`src/qcr_pkg.sv`:
```
// Package: constants and carrier types for the quadrature correction register block.
// Assumes byte-wide registers placed one per aligned 32-bit APB word.
package qcr_pkg;
	localparam logic [11:0] ADDR_GAIN_A_LOW   = 12'h00c;
	localparam logic [11:0] ADDR_GAIN_B_LOW   = 12'h00d;
	localparam logic [11:0] ADDR_PHASE_LOW    = 12'h00e;
	localparam logic [11:0] ADDR_UPPER_BITS   = 12'h00f;
	localparam logic [11:0] ADDR_OFFSET_A_LOW = 12'h010;
	localparam logic [11:0] ADDR_OFFSET_B_LOW = 12'h011;
	localparam logic [11:0] ADDR_OFFSET_A_HI  = 12'h012;
	localparam logic [11:0] ADDR_OFFSET_B_HI  = 12'h013;
	localparam logic [11:0] ADDR_CONST_LOW    = 12'h014;
	localparam logic [11:0] ADDR_CONST_HIGH   = 12'h015;
	localparam logic [11:0] ADDR_SYNC_CTRL    = 12'h016;
	localparam logic [11:0] ADDR_CONTROL      = 12'h017;
	localparam logic [11:0] ADDR_STATUS       = 12'h018;
	localparam logic [7:0]  RST_ZERO          = 8'h00;
	localparam logic [7:0]  RST_UPPER_BITS    = 8'h24;
	localparam logic [7:0]  RST_SYNC_CTRL     = 8'h05;
	localparam int          UB_PHASE_POS      = 6;
	localparam int          UB_GAIN_A_POS     = 3;
	localparam int          UB_GAIN_B_POS     = 0;
	localparam int          OFS_HI_POS        = 3;
	localparam int          SEL_CORR_POS      = 2;
	localparam int          SEL_OFS_POS       = 0;
	localparam int          CTL_CONST_EN_POS  = 0;
	localparam int          CTL_STROBE_POS    = 1;
	localparam int          GAIN_FRAC_BITS    = 10;
	localparam int          PHASE_SHIFT       = 12;
	localparam int          PIPE_LATENCY      = 2;

	typedef enum logic [1:0] {
		QCR_SYNC_GATE   = 2'b00,
		QCR_SYNC_ALIGN  = 2'b01,
		QCR_SYNC_HOST   = 2'b10,
		QCR_SYNC_NEVER  = 2'b11
	} qcr_sync_sel_t;

	typedef struct packed {
		logic [10:0] gain_a;
		logic [10:0] gain_b;
		logic [9:0]  phase;
	} qcr_corr_t;

	typedef struct packed {
		logic [12:0] offset_a;
		logic [12:0] offset_b;
	} qcr_offs_t;

	typedef struct packed {
		logic        valid;
		logic [15:0] i_data;
		logic [15:0] q_data;
	} qcr_sample_t;
endpackage

```
`src/qcr_sync_pick.sv`:
```
// Sync source selector, one per shadow register group.
// Assumes all sync inputs are one-cycle pulses on pclk.
`timescale 1ns/100ps
`default_nettype none
module qcr_sync_pick
	import qcr_pkg::*;
(
	input  wire logic          gate_sync,
	input  wire logic          align_sync,
	input  wire logic          host_sync,
	input  wire qcr_sync_sel_t sel,
	output logic               fire
);
	always_comb begin
		case (sel)
			QCR_SYNC_GATE:  fire = gate_sync;
			QCR_SYNC_ALIGN: fire = align_sync;
			QCR_SYNC_HOST:  fire = host_sync;
			default:        fire = 1'b0;
		endcase
	end
endmodule // qcr_sync_pick
`default_nettype wire

```
`src/qcr_regs.sv`:
```
// Quadrature correction registers and datapath with APB slave.
// Assumes gate and align strobes come from pclk-domain FIFO logic.
`timescale 1ns/100ps
`default_nettype none
module qcr_regs
	import qcr_pkg::*;
(
	input  wire logic        pclk,
	input  wire logic        presetn,
	input  wire logic        psel,
	input  wire logic        penable,
	input  wire logic        pwrite,
	input  wire logic [11:0] paddr,
	input  wire logic [31:0] pwdata,
	input  wire logic [3:0]  pstrb,
	output logic      [31:0] prdata,
	output logic             pready,
	output logic             pslverr,
	input  wire logic        transmit_gate,
	input  wire logic        align_strobe,
	input  wire qcr_pkg::qcr_sample_t sample_in,
	output qcr_pkg::qcr_sample_t      converter_out
);
	import qcr_pkg::*;

	logic [7:0]    gain_a_low;
	logic [7:0]    gain_b_low;
	logic [7:0]    phase_skew_low;
	logic [7:0]    correction_upper_bits;
	logic [7:0]    offset_a_low;
	logic [7:0]    offset_b_low;
	logic [7:0]    offset_a_high;
	logic [7:0]    offset_b_high;
	logic [7:0]    constant_sample_low;
	logic [7:0]    constant_sample_high;
	logic [7:0]    sync_ctrl;
	logic          const_en;
	logic          host_written_strobe;
	logic          corr_seen;
	logic          offs_seen;
	qcr_corr_t     corr_act;
	qcr_offs_t     offs_act;
	logic          corr_fire;
	logic          offs_fire;
	logic          wr_en;
	logic          wr_take;
	logic [9:0]    wr_idx;
	logic          rd_en;
	logic          addr_ok;
	logic [7:0]    rd_byte;
	qcr_sample_t   stage1;
	logic signed [28:0] prod_a;
	logic signed [28:0] prod_b;
	logic signed [27:0] prod_ph;
	logic signed [18:0] sum_a;
	logic signed [18:0] sum_b;
	logic signed [16:0] ph_term;
	logic signed [16:0] q_term;
	logic signed [18:0] next_a;
	logic signed [18:0] next_b;

	function automatic logic [15:0] sat16(input logic signed [18:0] v);
		if (v > 19'sd32767)
			sat16 = 16'h7fff;
		else if (v < -19'sd32768)
			sat16 = 16'h8000;
		else
			sat16 = v[15:0];
	endfunction

	// APB decode, zero-wait answer
	assign wr_en = psel && penable && pwrite && pstrb[0];
	assign rd_en = psel && penable && !pwrite;
	assign wr_take = wr_en && pready && addr_ok;
	assign wr_idx = paddr[11:2];
	assign addr_ok = (paddr[1:0] == 2'b00) &&
		(paddr[11:2] >= ADDR_GAIN_A_LOW[9:0]) && (paddr[11:2] <= ADDR_STATUS[9:0]);

	always_comb begin
		case (paddr[11:2])
			ADDR_GAIN_A_LOW[9:0]:   rd_byte = gain_a_low;
			ADDR_GAIN_B_LOW[9:0]:   rd_byte = gain_b_low;
			ADDR_PHASE_LOW[9:0]:    rd_byte = phase_skew_low;
			ADDR_UPPER_BITS[9:0]:   rd_byte = correction_upper_bits;
			ADDR_OFFSET_A_LOW[9:0]: rd_byte = offset_a_low;
			ADDR_OFFSET_B_LOW[9:0]: rd_byte = offset_b_low;
			ADDR_OFFSET_A_HI[9:0]:  rd_byte = {offset_a_high[7:3], 3'h0};
			ADDR_OFFSET_B_HI[9:0]:  rd_byte = {offset_b_high[7:3], 3'h0};
			ADDR_CONST_LOW[9:0]:    rd_byte = constant_sample_low;
			ADDR_CONST_HIGH[9:0]:   rd_byte = constant_sample_high;
			ADDR_SYNC_CTRL[9:0]:    rd_byte = {4'h0, sync_ctrl[3:0]};
			ADDR_CONTROL[9:0]:      rd_byte = {7'h00, const_en};
			ADDR_STATUS[9:0]:       rd_byte = {6'h00, offs_seen, corr_seen};
			default:                rd_byte = 8'h00;
		endcase
	end

	always_ff @(posedge pclk or negedge presetn) begin
		if (!presetn) begin
			pready  <= 1'b0;
			pslverr <= 1'b0;
			prdata  <= 32'h0000_0000;
		end else begin
			pready  <= psel && !penable;
			pslverr <= psel && !penable && !addr_ok;
			if (psel && !penable && !pwrite && addr_ok)
				prdata <= {24'h00_0000, rd_byte};
			else if (psel && !penable)
				prdata <= 32'h0000_0000;
		end
	end

	// Gain A low byte
	always_ff @(posedge pclk or negedge presetn) begin
		if (!presetn)
			gain_a_low <= RST_ZERO;
		else if (wr_take && wr_idx == ADDR_GAIN_A_LOW[9:0])
			gain_a_low <= pwdata[7:0];
	end

	// Gain B low byte
	always_ff @(posedge pclk or negedge presetn) begin
		if (!presetn)
			gain_b_low <= RST_ZERO;
		else if (wr_take && wr_idx == ADDR_GAIN_B_LOW[9:0])
			gain_b_low <= pwdata[7:0];
	end

	// Phase low byte
	always_ff @(posedge pclk or negedge presetn) begin
		if (!presetn)
			phase_skew_low <= RST_ZERO;
		else if (wr_take && wr_idx == ADDR_PHASE_LOW[9:0])
			phase_skew_low <= pwdata[7:0];
	end

	// Shared upper bits
	always_ff @(posedge pclk or negedge presetn) begin
		if (!presetn)
			correction_upper_bits <= RST_UPPER_BITS;
		else if (wr_take && wr_idx == ADDR_UPPER_BITS[9:0])
			correction_upper_bits <= pwdata[7:0];
	end

	// Offset A low byte
	always_ff @(posedge pclk or negedge presetn) begin
		if (!presetn)
			offset_a_low <= RST_ZERO;
		else if (wr_take && wr_idx == ADDR_OFFSET_A_LOW[9:0])
			offset_a_low <= pwdata[7:0];
	end

	// Offset B low byte
	always_ff @(posedge pclk or negedge presetn) begin
		if (!presetn)
			offset_b_low <= RST_ZERO;
		else if (wr_take && wr_idx == ADDR_OFFSET_B_LOW[9:0])
			offset_b_low <= pwdata[7:0];
	end

	// Offset A upper bits
	always_ff @(posedge pclk or negedge presetn) begin
		if (!presetn)
			offset_a_high <= RST_ZERO;
		else if (wr_take && wr_idx == ADDR_OFFSET_A_HI[9:0])
			offset_a_high <= {pwdata[7:3], 3'h0};
	end

	// Offset B upper bits
	always_ff @(posedge pclk or negedge presetn) begin
		if (!presetn)
			offset_b_high <= RST_ZERO;
		else if (wr_take && wr_idx == ADDR_OFFSET_B_HI[9:0])
			offset_b_high <= {pwdata[7:3], 3'h0};
	end

	// Constant sample low byte
	always_ff @(posedge pclk or negedge presetn) begin
		if (!presetn)
			constant_sample_low <= RST_ZERO;
		else if (wr_take && wr_idx == ADDR_CONST_LOW[9:0])
			constant_sample_low <= pwdata[7:0];
	end

	// Constant sample high byte
	always_ff @(posedge pclk or negedge presetn) begin
		if (!presetn)
			constant_sample_high <= RST_ZERO;
		else if (wr_take && wr_idx == ADDR_CONST_HIGH[9:0])
			constant_sample_high <= pwdata[7:0];
	end

	// Sync source selection
	always_ff @(posedge pclk or negedge presetn) begin
		if (!presetn)
			sync_ctrl <= RST_SYNC_CTRL;
		else if (wr_take && wr_idx == ADDR_SYNC_CTRL[9:0])
			sync_ctrl <= {4'h0, pwdata[3:0]};
	end

	// Constant enable level
	always_ff @(posedge pclk or negedge presetn) begin
		if (!presetn)
			const_en <= 1'b0;
		else if (wr_take && wr_idx == ADDR_CONTROL[9:0])
			const_en <= pwdata[CTL_CONST_EN_POS];
	end

	// Self-clearing host strobe
	always_ff @(posedge pclk or negedge presetn) begin
		if (!presetn)
			host_written_strobe <= 1'b0;
		else
			host_written_strobe <= wr_en && pready && (paddr[11:2] == ADDR_CONTROL[9:0])
				&& pwdata[CTL_STROBE_POS];
	end

	qcr_sync_pick u_corr_pick (
		.gate_sync  (transmit_gate),
		.align_sync (align_strobe),
		.host_sync  (host_written_strobe),
		.sel        (qcr_sync_sel_t'(sync_ctrl[SEL_CORR_POS +: 2])),
		.fire       (corr_fire)
	);

	qcr_sync_pick u_offs_pick (
		.gate_sync  (transmit_gate),
		.align_sync (align_strobe),
		.host_sync  (host_written_strobe),
		.sel        (qcr_sync_sel_t'(sync_ctrl[SEL_OFS_POS +: 2])),
		.fire       (offs_fire)
	);

	// Active copies loaded only on sync
	always_ff @(posedge pclk or negedge presetn) begin
		if (!presetn) begin
			corr_act.gain_a <= {RST_UPPER_BITS[UB_GAIN_A_POS +: 3], RST_ZERO};
			corr_act.gain_b <= {RST_UPPER_BITS[UB_GAIN_B_POS +: 3], RST_ZERO};
			corr_act.phase  <= {RST_UPPER_BITS[UB_PHASE_POS +: 2], RST_ZERO};
		end else if (corr_fire) begin
			corr_act.gain_a <= {correction_upper_bits[UB_GAIN_A_POS +: 3], gain_a_low};
			corr_act.gain_b <= {correction_upper_bits[UB_GAIN_B_POS +: 3], gain_b_low};
			corr_act.phase  <= {correction_upper_bits[UB_PHASE_POS +: 2], phase_skew_low};
		end
	end

	always_ff @(posedge pclk or negedge presetn) begin
		if (!presetn) begin
			offs_act <= '0;
		end else if (offs_fire) begin
			offs_act.offset_a <= {offset_a_high[OFS_HI_POS +: 5], offset_a_low};
			offs_act.offset_b <= {offset_b_high[OFS_HI_POS +: 5], offset_b_low};
		end
	end

	// Sticky sync-seen status, cleared by a status write with pstrb[0] set; a sync firing in the same cycle wins over the clear
	always_ff @(posedge pclk or negedge presetn) begin
		if (!presetn) begin
			corr_seen <= 1'b0;
			offs_seen <= 1'b0;
		end else begin
			if (corr_fire)
				corr_seen <= 1'b1;
			else if (wr_en && pready && paddr[11:2] == ADDR_STATUS[9:0])
				corr_seen <= 1'b0;
			if (offs_fire)
				offs_seen <= 1'b1;
			else if (wr_en && pready && paddr[11:2] == ADDR_STATUS[9:0])
				offs_seen <= 1'b0;
		end
	end

	// Datapath stage 1: gain and phase
	assign prod_a  = $signed(sample_in.i_data) * $signed({2'b00, corr_act.gain_a});
	assign prod_b  = $signed(sample_in.q_data) * $signed({2'b00, corr_act.gain_b});
	assign prod_ph = $signed(sample_in.q_data) * $signed(corr_act.phase);
	assign ph_term = 17'(prod_ph >>> PHASE_SHIFT);

	always_ff @(posedge pclk or negedge presetn) begin
		if (!presetn) begin
			stage1 <= '0;
		end else begin
			stage1.valid  <= sample_in.valid;
			stage1.i_data <= sat16(19'(prod_a >>> GAIN_FRAC_BITS)
				+ 19'(ph_term));
			stage1.q_data <= sat16(19'(prod_b >>> GAIN_FRAC_BITS));
		end
	end

	// Datapath stage 2: offset, saturate, constant override
	assign q_term = 17'(signed'(stage1.q_data));
	assign sum_a  = 19'(signed'(stage1.i_data)) + 19'(signed'(offs_act.offset_a));
	assign sum_b  = 19'(q_term) + 19'(signed'(offs_act.offset_b));
	assign next_a = sum_a;
	assign next_b = sum_b;

	always_ff @(posedge pclk or negedge presetn) begin
		if (!presetn) begin
			converter_out <= '0;
		end else if (const_en) begin
			converter_out.valid  <= stage1.valid;
			converter_out.i_data <= {constant_sample_high, constant_sample_low};
			converter_out.q_data <= {constant_sample_high, constant_sample_low};
		end else begin
			converter_out.valid  <= stage1.valid;
			converter_out.i_data <= sat16(next_a);
			converter_out.q_data <= sat16(next_b);
		end
	end
endmodule // qcr_regs
`default_nettype wire

```
`config.mk`:
```
export PLATFORM = sky130hd
export DESIGN_NAME = qcr_regs
export DESIGN_NICKNAME = d
export VERILOG_FILES = /design/src/qcr_pkg.sv /design/src/qcr_sync_pick.sv /design/src/qcr_regs.sv
export SDC_FILE = /design/constraint.sdc
export NUM_CORES = 2
export LEC_CHECK = 0
export ABC_AREA = 1
export BUFFER_PORTS_ARGS = -buffer_cell sky130_fd_sc_hd__buf_2
export CORE_ASPECT_RATIO = 1.5
export CORE_MARGIN = 1
export CORE_UTILIZATION = 50
export CTS_BUF_LIST = sky130_fd_sc_hd__clkbuf_8
export DETAILED_ROUTE_END_ITERATION = 7
export PLACE_DENSITY = 0.67
export SLEW_MARGIN = 20
export SYNTH_ARGS = -nofsm -noshare
export SYNTH_HDL_FRONTEND = slang
export SYNTH_HIERARCHICAL = 1
export SYNTH_SLANG_ARGS = --single-unit
```
`constraint.sdc`:
```
create_clock -name pclk -period 11.8 [get_ports pclk]
set_input_delay 2.36 -clock pclk [delete_from_list [all_inputs] [get_ports pclk]]
set_output_delay 2.36 -clock pclk [all_outputs]
set_load 0.03 [all_outputs]
```
==> results.sh <==
export IMPL_status="completed"
export IMPL_synth_adder_area_share_pct=39.64
export IMPL_vias=24274
export IMPL_fillers=5895
export IMPL_place_gp_congestion=1.003
export IMPL_cpMostUsedCell="nand2_1"
export IMPL_cts_sinks=216
export IMPL_grt_pass1_vias=25342
export IMPL_grt_use_total_pct=25.87
export IMPL_path_max_fanout=21
export IMPL_power_density_nw_per_um2=49.51
export IMPL_worstSkewPairLatency_ns=0.55
export IMPL_setup_viol=0
export IMPL_layout_nets=4658
export IMPL_min_period_ns=9.315
export IMPL_io_pins=155
export IMPL_start_util_pct=50.47
export IMPL_timing_final_max_slew_violations=0
export IMPL_critPathLaunchType="primary input"
export IMPL_io_buffers=103
export IMPL_setup_worst_path_end_class="register"
export IMPL_yosys_top_cells_area="fa_1 30%, dfrtp_1 17%, nand2_1 14%"
export IMPL_routedWlPerCell_um=16.37
export IMPL_finalHoldViolations=0
export IMPL_cts_root_buf="clkbuf_8"
export IMPL_yosys_area_share_simple_pct=17.42
export IMPL_relSlewSlack_pct=35.48
export IMPL_crit_type="in -> reg"
export IMPL_yosys_warnings=6
export IMPL_synth_compound_area_share_pct=7.544
export IMPL_power_leakage_uw=0.01850
export IMPL_core_um2=60010
export IMPL_synthDominantCellAreaShare_pct=30.47
export IMPL_fmax_ghz=0.1074
export IMPL_tightestPinTransition_ns=0.9678
export IMPL_seq_area_um2=5413
export IMPL_drtAntennaViolNets=0
export IMPL_critPathMaxStageDelay_ns=0.57
export IMPL_vias_per_cell=5.166
export IMPL_synth_largest_area_cell="fa_1"
export IMPL_drt_iter0_drc=1508
export IMPL_synth_distinct_cells=55
export IMPL_finalSetupTns_ns=0
export IMPL_crit_required_ns=12.21
export IMPL_grt_pass1_wl_um=126200
export IMPL_diodes=0
export IMPL_antenna_found_initial=2
export IMPL_synth_area_um2=30290
export IMPL_cp_arrival_ns=9.73
export IMPL_whs_ns=0.3657
export IMPL_drv_cap=0
export IMPL_synthMuxAreaShare_pct=0.03305
export IMPL_dieArea_um2=61580
export IMPL_gr_total_overflow=0
export IMPL_mostFrequentLayoutCells="1106 x nand2_1, 967 x inv_1, 461 x fa_1"
export IMPL_clkTransAtPathRegs_ns=0.06
export IMPL_post_cts_buffers=0
export IMPL_multi_input_area_um2=20560
export IMPL_cts_repair_resized=0
export IMPL_period_share_pct=78.94
export IMPL_synthesis_area_per_instance_um2=7.812
export IMPL_vdd_ir_drop_max_uv=49.63
export IMPL_area_growth_pct=5.734
export IMPL_die_w_um=203.0
export IMPL_die_h_um=303.4
export IMPL_synthesis_instances=3877
export IMPL_h_tree_depth=2
export IMPL_wirelength_um=76940
export IMPL_rows=110
export IMPL_drtPass1Iterations=8
export IMPL_route_detailed_drc=0
export IMPL_synth_top_family_by_area="adder cells"
export IMPL_holdBufCountCts=0
export IMPL_final_util_pct=53.37
export IMPL_async_reset_ff_share_pct=100.0
export IMPL_cp_slowest_cell="fa_1"
export IMPL_grt_max_degree=78
export IMPL_synth_edf_count=0
export IMPL_synth_seq_cells=216
export IMPL_crit_family="adder cells"
export IMPL_layout_drive_gt1_share_pct=5.415
export IMPL_hpwl_um=62760
export IMPL_synthFlopType="dfrtp_1"
export IMPL_clock_path_buffers=3
export IMPL_cts_tree="built"
export IMPL_layout_commonest_cell="nand2_1"
export IMPL_grt_setup_unrepaired="false"
export IMPL_yosysSeqAreaShare_pct=17.87
export IMPL_skew_ns=0.02628
export IMPL_cts_made_buffers=37
export IMPL_critPathBufInv=7
export IMPL_synth_xor_area_share_pct=2.950
export IMPL_hold_class="reg -> reg"
[power by group]
| part | switching [uW] | internal [uW] | leakage (uW) |
|---|---|---|---|
| clock | 325 | 423 | 0.000443 |
| sequential | 0.257 | 742 | 0.00297 |
| combinational | 83.5 | 12.2 | 0.0151 |
[per-layer routing]
metal,wire length [um],up-vias,part of all wire [%],global-route usage (%)
met1,29760,12011,39,30.54
li1,-,11440,-,-
met2,40880,627,53,48.61
met4,2958,4,3.8,9.488
met5,21,-,0.027,0
met3,3325,192,4.3,2.270
[flip-flops by register name, summed over array words and instances, names as in the netlist, 4 cells and up]
signal,count
gain_b_low,8
constant_sample_low,8
offset_b_high,5
correction_upper_bits,8
offset_b_low,8
stage1,17
offs_act,26
corr_act,32
q_term,16
prdata,8
offset_a_high,5
phase_skew_low,8
sync_ctrl,4
offset_a_low,8
converter_out,33
gain_a_low,8
constant_sample_high,8
[worst paths after layout]
kind / depth (start not counted) / slack [ns] / endpoint / startpoint
min: 0 / 0.37 / converter_out[32] / stage1[32]
max reg2reg: 33 / 3.95 / stage1[24] / corr_act[25]
min reg2reg: 0 / 0.37 / converter_out[32] / stage1[32]
min in group asynchronous: 1 / 1.76 / constant_sample_high[2] / presetn
max: 37 / 2.49 / stage1[24] / sample_in[7]
max in group asynchronous: 2 / 8.69 / stage1[31] / presetn
[synth_stat cells (8+ instances only)]
cell type	n
clkbuf_1	125
xor2_1	61
o21ai_0	187
nor3_1	23
dfrtp_1	210
nor2_1	105
nand4_1	23
nand2_1	1106
nand2_2	11
ha_1	222
o21bai_1	8
inv_1	960
nand3_1	56
a21oi_1	117
buf_4	31
a221oi_1	14
xnor2_1	41
fa_1	461
[through the flow]
stage	setup slack (ns)	area [um2]	std cells	total power, uW
after CTS	2.435	32020	4699	1595
after detailed placement	1.879	31200	4632	850.7
after global placement	1.912	31200	4632	850.2
after global routing	1.851	32020	4699	1637
final	2.485	32020	4699	1586
after floorplan	2.937	30370	3900	806.8
[worst register-to-register path: cells and delay by family (launching register included)]
kind | cells | cell delay (ns)
adders and majority gates | 7 | 3.23
buffers and inverters | 4 | 0.22
AOI/OAI and AO/OA | 8 | 1.69
and+or+nand+nor | 13 | 1.55
DFF | 1 | 0.84
xor gates and xnor gates | 1 | 0.19
[cell families after synthesis]
kind of cell	after synthesis
multiplexers	1
flip-flops	216
adder cells (fa/ha/maj)	683
other	1
XOR/XNOR	102
buffers and inverters	1134
AO/OA/AOI/OAI	400
AND/OR/NAND/NOR	1340
[area by class of cell]
| class | count | area share [%] |
|---|---|---|
| multi-input combinational | 2550 | 64.21 |
| inverter | 966 | 11.32 |
| timing repair buffer | 116 | 1.946 |
| clock inverter | 21 | 0.5822 |
| clock buffer | 46 | 1.977 |
| sequential | 216 | 16.90 |
| tap | 784 | 3.063 |
Note: power is estimated with default switching activity, not from simulation.
